`config.mk`:
```
export PLATFORM = sky130hd
export DESIGN_NAME = aocr_regs
export DESIGN_NICKNAME = d
export VERILOG_FILES = /design/src/aocr_pkg.sv /design/src/aocr_regs.sv
export SDC_FILE = /design/constraint.sdc
export NUM_CORES = 1
export LEC_CHECK = 0
export ABC_AREA = 1
export BUFFER_PORTS_ARGS = -buffer_cell sky130_fd_sc_hd__buf_2
export CORE_MARGIN = 3
export CORE_UTILIZATION = 43
export DETAILED_ROUTE_END_ITERATION = 12
export GPL_TIMING_DRIVEN = 1
export PLACE_DENSITY_LB_ADDON = 0.2
export SKIP_CTS_REPAIR_TIMING = 1
export SLEW_MARGIN = 20
export SYNTH_ARGS = -nofsm -noshare
export SYNTH_HDL_FRONTEND = slang
export SYNTH_SLANG_ARGS = --single-unit
```
`constraint.sdc`:
```
create_clock -name clk_sys_i -period 2.5 [get_ports clk_sys_i]
set_clock_uncertainty 0.05 [all_clocks]
set_input_delay 0.125 -clock clk_sys_i [delete_from_list [all_inputs] [get_ports clk_sys_i]]
set_output_delay 0.125 -clock clk_sys_i [all_outputs]
set_load 0.05 [all_outputs]
```
`src/aocr_pkg.sv`:
```
// constants, field layout and types of the output configuration register bank
// assumes a 125 MHz system clock and a three-wire serial register port
package aocr_pkg;

	// register addresses as carried in the low 13 bits of the 16-bit serial instruction
	localparam logic [12:0] ADDR_FORMAT = 13'h0014;
	localparam logic [12:0] ADDR_DRIVE = 13'h0015;
	localparam logic [12:0] ADDR_PHASE = 13'h0016;
	localparam logic [12:0] ADDR_PAT_LO = 13'h0019;
	localparam logic [12:0] ADDR_PAT_HI = 13'h001A;

	// reset values
	localparam logic [7:0] RST_FORMAT = 8'h00;
	localparam logic [7:0] RST_DRIVE = 8'h00;
	localparam logic [7:0] RST_PHASE = 8'h03;
	localparam logic [7:0] RST_PAT_LO = 8'h00;
	localparam logic [7:0] RST_PAT_HI = 8'h00;

	// implemented bits; all others read as zero
	localparam logic [7:0] MASK_FORMAT = 8'h47;
	localparam logic [7:0] MASK_DRIVE = 8'h30;
	localparam logic [7:0] MASK_PHASE = 8'h0F;

	// field positions
	localparam int FMT_LOWPWR_BIT = 6;
	localparam int FMT_INVERT_BIT = 2;
	localparam int FMT_CODE_LSB = 0;
	localparam int DRV_TERM_LSB = 4;
	localparam int PHASE_LSB = 0;

	// field codes
	localparam logic [1:0] CODE_OFFSET = 2'h0;
	localparam logic [1:0] CODE_TWOS = 2'h1;
	localparam logic [3:0] PHASE_MAX = 4'hA;
	localparam int PHASE_STEP_DEG = 60;
	localparam int PHASE_TAPS = 11;
	localparam int LATCH_TAP = 0;
	localparam logic [3:0] TEST_USER = 4'h8;

	// serial frame: 16 instruction bits then 8 data bits
	localparam logic [4:0] INSTR_BITS = 5'h10;
	localparam logic [4:0] FRAME_BITS = 5'h18;
	localparam int INSTR_RW_BIT = 15;

	// configuration seen by the output path
	typedef struct packed {
		logic low_power;
		logic invert;
		logic [1:0] coding;
		logic [1:0] drive;
		logic [3:0] phase;
		logic [15:0] pattern;
	} aocr_cfg_s;

	typedef enum {ST_INSTR, ST_WDATA, ST_RDATA, ST_DONE} aocr_spi_e;

endpackage : aocr_pkg

```
`src/aocr_regs.sv`:
```
// output format, drive, clock phase and user pattern registers with their
// serial register port and the output data path they steer
// assumes serial pins are asynchronous and sclk is well below clk_sys_i / 4
`timescale 1ns/10ps

// Notes on behaviour
// format: bit 6 low-power signalling, bit 2 invert, bits 1:0 coding
// clock phase is bits 3:0, codes 0 to 10, reset code 3
// each phase step delays the output clock a further 60 degrees
// phase picks the divider tap only; sample latching timing never changes
// low user pattern byte is a full 8-bit register, reset zero
// high user pattern byte is a separate 8-bit register, reset zero
// test mode code 1000 puts the user pattern on the outputs
module aocr_regs import aocr_pkg::*; #(
	parameter int DATA_W = 12
) (
	input wire logic clk_sys_i,
	input wire logic srst_i,
	input wire logic spi_sclk_i,
	input wire logic spi_cs_n_i,
	input wire logic spi_sdio_i,
	output logic spi_sdio_o,
	output logic spi_sdio_oe_o,
	input wire logic [3:0] test_mode_i,
	input wire logic [DATA_W-1:0] sample_i,
	input wire logic [PHASE_TAPS-1:0] phase_tap_i,
	output aocr_cfg_s cfg_o,
	output logic out_clk_o,
	output logic latch_clk_o,
	output logic [15:0] data_o
);

	logic [2:0] sync_a;
	logic [2:0] sync_b;
	logic [2:0] sync_c;
	logic sclk_rise;
	logic sclk_fall;
	logic cs_n;
	logic sdi;
	aocr_spi_e state;
	aocr_spi_e next_state;
	logic [4:0] bit_cnt;
	logic [4:0] next_bit_cnt;
	logic [15:0] instr;
	logic [15:0] next_instr;
	logic [7:0] shreg;
	logic [7:0] next_shreg;
	logic sdo;
	logic next_sdo;
	logic wr_en;
	logic [7:0] wr_data;
	logic [7:0] reg_format;
	logic [7:0] reg_drive;
	logic [7:0] reg_phase;
	logic [7:0] reg_pat_lo;
	logic [7:0] reg_pat_hi;
	logic [7:0] next_format;
	logic [7:0] next_drive;
	logic [7:0] next_phase;
	logic [7:0] next_pat_lo;
	logic [7:0] next_pat_hi;
	logic next_out_clk;
	logic next_latch_clk;
	logic [15:0] next_data;

	// read-back value of an address, unmapped reads as zero
	function automatic logic [7:0] read_reg(input logic [12:0] addr);
		logic [7:0] val;
		val = 8'h00;
		case (addr)
			ADDR_FORMAT: val = reg_format;
			ADDR_DRIVE: val = reg_drive;
			ADDR_PHASE: val = reg_phase;
			ADDR_PAT_LO: val = reg_pat_lo;
			ADDR_PAT_HI: val = reg_pat_hi;
			default: val = 8'h00;
		endcase
		return val;
	endfunction : read_reg

	// two-stage synchronisers for the serial pins, third stage for edges
	always_ff @(posedge clk_sys_i) begin
		sync_a <= {spi_sclk_i, spi_cs_n_i, spi_sdio_i};
		sync_b <= sync_a;
		sync_c <= sync_b;
	end

	assign sclk_rise = sync_b[2] & ~sync_c[2];
	assign sclk_fall = ~sync_b[2] & sync_c[2];
	assign cs_n = sync_b[1];
	assign sdi = sync_b[0];

	// serial frame sequencer: instruction, then write or read data byte
	always_comb begin
		next_state = state;
		next_bit_cnt = bit_cnt;
		next_instr = instr;
		next_shreg = shreg;
		next_sdo = sdo;
		wr_en = 1'b0;
		wr_data = {shreg[6:0], sdi};
		if (cs_n) begin
			next_state = ST_INSTR;
			next_bit_cnt = 5'h00;
			next_sdo = 1'b0;
		end else begin
			case (state)
				ST_INSTR: begin
					if (sclk_rise) begin
						next_instr = {instr[14:0], sdi};
						next_bit_cnt = bit_cnt + 5'h01;
						if (bit_cnt == INSTR_BITS - 5'h01) begin
							if (instr[INSTR_RW_BIT-1]) begin
								next_state = ST_RDATA;
								next_shreg = read_reg({instr[11:0], sdi});
							end else begin
								next_state = ST_WDATA;
							end
						end
					end
				end
				ST_WDATA: begin
					if (sclk_rise) begin
						next_shreg = wr_data;
						next_bit_cnt = bit_cnt + 5'h01;
						if (bit_cnt == FRAME_BITS - 5'h01) begin
							wr_en = 1'b1;
							next_state = ST_DONE;
						end
					end
				end
				ST_RDATA: begin
					if (sclk_fall) begin
						next_sdo = shreg[7];
						next_shreg = {shreg[6:0], 1'b0};
					end
					if (sclk_rise) begin
						next_bit_cnt = bit_cnt + 5'h01;
						if (bit_cnt == FRAME_BITS - 5'h01) begin
							next_state = ST_DONE;
						end
					end
				end
				ST_DONE: next_state = ST_DONE;
				default: next_state = ST_INSTR;
			endcase
		end
	end

	always_ff @(posedge clk_sys_i) begin
		if (srst_i) begin
			state <= ST_INSTR;
			bit_cnt <= 5'h00;
			instr <= 16'h0000;
			shreg <= 8'h00;
			sdo <= 1'b0;
		end else begin
			state <= next_state;
			bit_cnt <= next_bit_cnt;
			instr <= next_instr;
			shreg <= next_shreg;
			sdo <= next_sdo;
		end
	end

	assign spi_sdio_o = sdo;
	assign spi_sdio_oe_o = (state == ST_RDATA) & ~cs_n; // drive only in read

	// register writes, reserved bits masked to zero
	always_comb begin
		next_format = reg_format;
		next_drive = reg_drive;
		next_phase = reg_phase;
		next_pat_lo = reg_pat_lo;
		next_pat_hi = reg_pat_hi;
		if (wr_en) begin
			case (instr[12:0])
				ADDR_FORMAT: next_format = wr_data & MASK_FORMAT;
				ADDR_DRIVE: next_drive = wr_data & MASK_DRIVE;
				ADDR_PHASE: begin
					// codes above the last tap are ignored
					if ((wr_data & MASK_PHASE) <= {4'h0, PHASE_MAX}) begin
						next_phase = wr_data & MASK_PHASE;
					end
				end
				ADDR_PAT_LO: next_pat_lo = wr_data;
				ADDR_PAT_HI: next_pat_hi = wr_data;
				default: next_format = reg_format;
			endcase
		end
	end

	always_ff @(posedge clk_sys_i) begin
		if (srst_i) begin
			reg_format <= RST_FORMAT;
			reg_drive <= RST_DRIVE;
			reg_phase <= RST_PHASE;
			reg_pat_lo <= RST_PAT_LO;
			reg_pat_hi <= RST_PAT_HI;
		end else begin
			reg_format <= next_format;
			reg_drive <= next_drive;
			reg_phase <= next_phase;
			reg_pat_lo <= next_pat_lo;
			reg_pat_hi <= next_pat_hi;
		end
	end

	// configuration fields for the output stage
	assign cfg_o = '{reg_format[FMT_LOWPWR_BIT], reg_format[FMT_INVERT_BIT],
		reg_format[FMT_CODE_LSB +: 2], reg_drive[DRV_TERM_LSB +: 2],
		reg_phase[PHASE_LSB +: 4], {reg_pat_hi, reg_pat_lo}};

	// output data: user pattern or formatted sample, then optional invert
	always_comb begin
		next_data = 16'h0000;
		next_data[DATA_W-1:0] = sample_i;
		if (cfg_o.coding == CODE_TWOS) begin
			next_data[DATA_W-1] = ~sample_i[DATA_W-1];
		end
		if (test_mode_i == TEST_USER) begin
			next_data = cfg_o.pattern;
		end
		if (cfg_o.invert) begin
			next_data = ~next_data;
		end
		// each tap is one 60 degree step later than the one before
		next_out_clk = phase_tap_i[cfg_o.phase];
		next_latch_clk = phase_tap_i[LATCH_TAP];
	end

	// both clocks take the same register delay so their relation is kept
	always_ff @(posedge clk_sys_i) begin
		if (srst_i) begin
			data_o <= 16'h0000;
			out_clk_o <= 1'b0;
			latch_clk_o <= 1'b0;
		end else begin
			data_o <= next_data;
			out_clk_o <= next_out_clk;
			latch_clk_o <= next_latch_clk;
		end
	end
endmodule : aocr_regs

```
==> results.sh <==
export IMPL_fp_dieW_um=99.5
export IMPL_antenna_found_initial=0
export IMPL_cts_tree="yes"
export IMPL_final_cell_mix="82 x dfxtp_1, 77 x buf_2, 76 x o21ai_0, 61 x a21oi_1, 57 x nand2_1"
export IMPL_clk_pin_slew_ns=0.09
export IMPL_grt_pass1_vias=3134
export IMPL_pwr_share_seq_pct=54.8
export IMPL_clkPwrFrac_pct=35.6
export IMPL_async_flop_share_pct=0
export IMPL_grtUsageTotal_pct=18.4
export IMPL_arrival_ns=2.14
export IMPL_drt_drc_violations_left=0
export IMPL_n_antenna_cell=0
export IMPL_finalSetupViolations=0
export IMPL_drt_iter0_drc=218
export IMPL_outcome="finished, final reports clean"
export IMPL_setup_ws_ns=0.545
export IMPL_synth_xor_xnor_area_share_pct=0.233
export IMPL_p_leak_nw=1.96
export IMPL_numCtsBuffers=9
export IMPL_postSynthAreaPerCell_um2=7.27
export IMPL_row_count=33
export IMPL_place_area_mm2=0.00423
export IMPL_clk_latency_ns=0.36
export IMPL_overflow=0
export IMPL_synthFlopType="dfxtp_1"
export IMPL_gp_congestion=0.887
export IMPL_combPwrFrac_pct=9.7
export IMPL_grt_pass1_wl_mm=14.8
export IMPL_grt_max_degree=47
export IMPL_ys_seq_elements=82
export IMPL_final_area_mm2=0.00447
export IMPL_clock_sinks=82
export IMPL_fin_hold_ws_ns=0.0561
export IMPL_core_area_mm2=0.00834
export IMPL_drive_gt1_share_pct=21.3
export IMPL_drv_cap=0
export IMPL_synth_top_cell_area_share_pct=43.6
export IMPL_dieArea_mm2=0.00991
export IMPL_worstHoldPathType="primary input to flip-flop"
export IMPL_htree_levels=3
export IMPL_min_path_cells=3
export IMPL_vias_per_cell=5.08
export IMPL_synth_edff_count=0
export IMPL_num_vias=3580
export IMPL_ff2ff_setup_slack_ns=0.55
export IMPL_drt_wl_total_mm=8.98
export IMPL_p_sw_share_pct=28.2
export IMPL_wl_per_cell_um=12.7
export IMPL_final_common_cell="dfxtp_1"
export IMPL_finalHoldViolations=0
export IMPL_dr_pass1_iters=5
export IMPL_netlist_area_mm2=0.00376
export IMPL_multi_input_area_mm2=0.00181
export IMPL_port_buffers=77
export IMPL_finalMaxSlewViolations=0
export IMPL_dp_hpwl_mm=6.57
export IMPL_synth_adder_area_share_pct=2.00
export IMPL_design_final_nets=633
export IMPL_clk_path_buf_depth=2
export IMPL_nFillCells=824
export IMPL_synth_area_leaders="dfxtp_1 44%, o21ai_0 10%, a21oi_1 8.1%"
export IMPL_p_per_area_mw_per_mm2=555
export IMPL_synth_warnings=0
export IMPL_post_place_ws_ns=0.586
export IMPL_start_util_pct=45.1
export IMPL_p_sw_w=0.000699
export IMPL_tightest_slew_ns=0.706
export IMPL_slew_headroom_pct=52.9
export IMPL_fin_tns_setup_ns=0
export IMPL_synthSimpleGateAreaFrac_pct=24.0
export IMPL_fin_crit_sh_pct=78.2
export IMPL_fin_util_pct=53.6
export IMPL_ir_drop_mv=0.394
export IMPL_cp_max_fo=9
export IMPL_internal_power_w=0.00178
export IMPL_critPathRequiredTime_ns=2.68
export IMPL_syn_to_final_growth_pct=18.8
export IMPL_end_kind="flip-flop"
export IMPL_ys_types=34
export IMPL_yosysTopAreaCell="dfxtp_1"
export IMPL_ios=78
export IMPL_timing_fmax_mhz=512
export IMPL_crit_type="flip-flop to flip-flop"
export IMPL_die_h_um=99.5
export IMPL_layout_min_cycle_time_ns=1.95
export IMPL_synth_top_family_by_area="simple AND/OR/NAND/NOR gates"
export IMPL_synth_compound_area_share_pct=21.8
export IMPL_ys_seq_area_share_pct=43.6
export IMPL_synth_mux_area_share_pct=0
export IMPL_ff2ff_path_depth=6
export IMPL_synth_fp_nets=555
export IMPL_postRouteAntennaNets=0
export IMPL_clock_root_buffer="clkbuf_8"
export IMPL_netlist_instances=517
export IMPL_rsz0062_at_grt="no"
export IMPL_start_kind="flip-flop"
export IMPL_seqCellArea_mm2=0.00164
## metrics by stage
stage	instances	power [W]
finish	705	0.00248
global route	705	0.00259
CTS	699	0.00249
detailed placement	683	0.00162
global placement	683	0.00162
floorplan	517	0.00155
## layer usage
metal  share of wire [%]  track usage [%]  up-vias
met1                  47             24.3     1582
li1                    -                -     1881
met5                   0                0        -
met4                 2.0             5.46        0
met2                  44             28.7      102
met3                 6.8             6.03       15
## power groups by stage
| stage | sequential [W] | clock (W) | combinational [W] |
|---|---|---|---|
| 2_1_floorplan | 0.00143 | 0 | 0.000121 |
| 3_3_place_gp | 0.00139 | 0 | 0.000228 |
| 3_5_place_dp | 0.00139 | 0 | 0.000231 |
| 4_1_cts | 0.00136 | 0.000897 | 0.000232 |
| 5_1_grt | 0.00136 | 0.000964 | 0.000265 |
| 6_report | 0.00136 | 0.000881 | 0.000240 |
## worst max-delay path, stage by stage, from the launching register on
cell and delay (ns):
dfxtp_1 0.37, inv_1 0.08, ha_1 0.45, clkinv_1 0.30, o21ai_0 0.36, or2_2 0.18
a21oi_1 0.05
## cell type report
cell class | count | share of cell area, %
clock inverter | 7 | 1.18
clock buffer | 9 | 2.77
tap | 105 | 2.94
multi-input combinational | 354 | 40.4
inverter | 62 | 5.21
timing repair buffer | 86 | 10.8
sequential | 82 | 36.7
## sequential cells by signal, summed over array words and instances, names as in the netlist, 3 cells and up
name and flops:
bit_cnt 5, data_o 16, instr 15, reg_format 4
reg_pat_hi 8, reg_pat_lo 8, reg_phase 4, shreg 8
sync_a 3, sync_b 3
## cells by family (layout without fill, tap and decap cells)
group	Yosys count	count (layout)
compound gates	158	158
buf+inv	81	164
fa+ha+maj	6	6
xor+xnor	1	1
flops	82	82
simple gates	189	189
## cells in the mapped netlist, types with 5 or more instances
cell      number
dfxtp_1       82
o21ai_0       76
a21oi_1       61
nand2_1       57
inv_1         51
nand3_1       50
nor2_1        49
clkbuf_1      13
a31oi_1        9
nor2_2         9
inv_2          7
ha_1           6
nand2_2        6
buf_2          5
o21ai_1        5
## final timing paths
path                    start   endpoint
setup / recovery     state[0]   state[1]
hold / removal    sample_i[7]  data_o[7]
setup reg to reg     state[0]   state[1]
hold reg to reg     sync_a[1]  sync_b[1]
(Power assumes the default switching activity.)
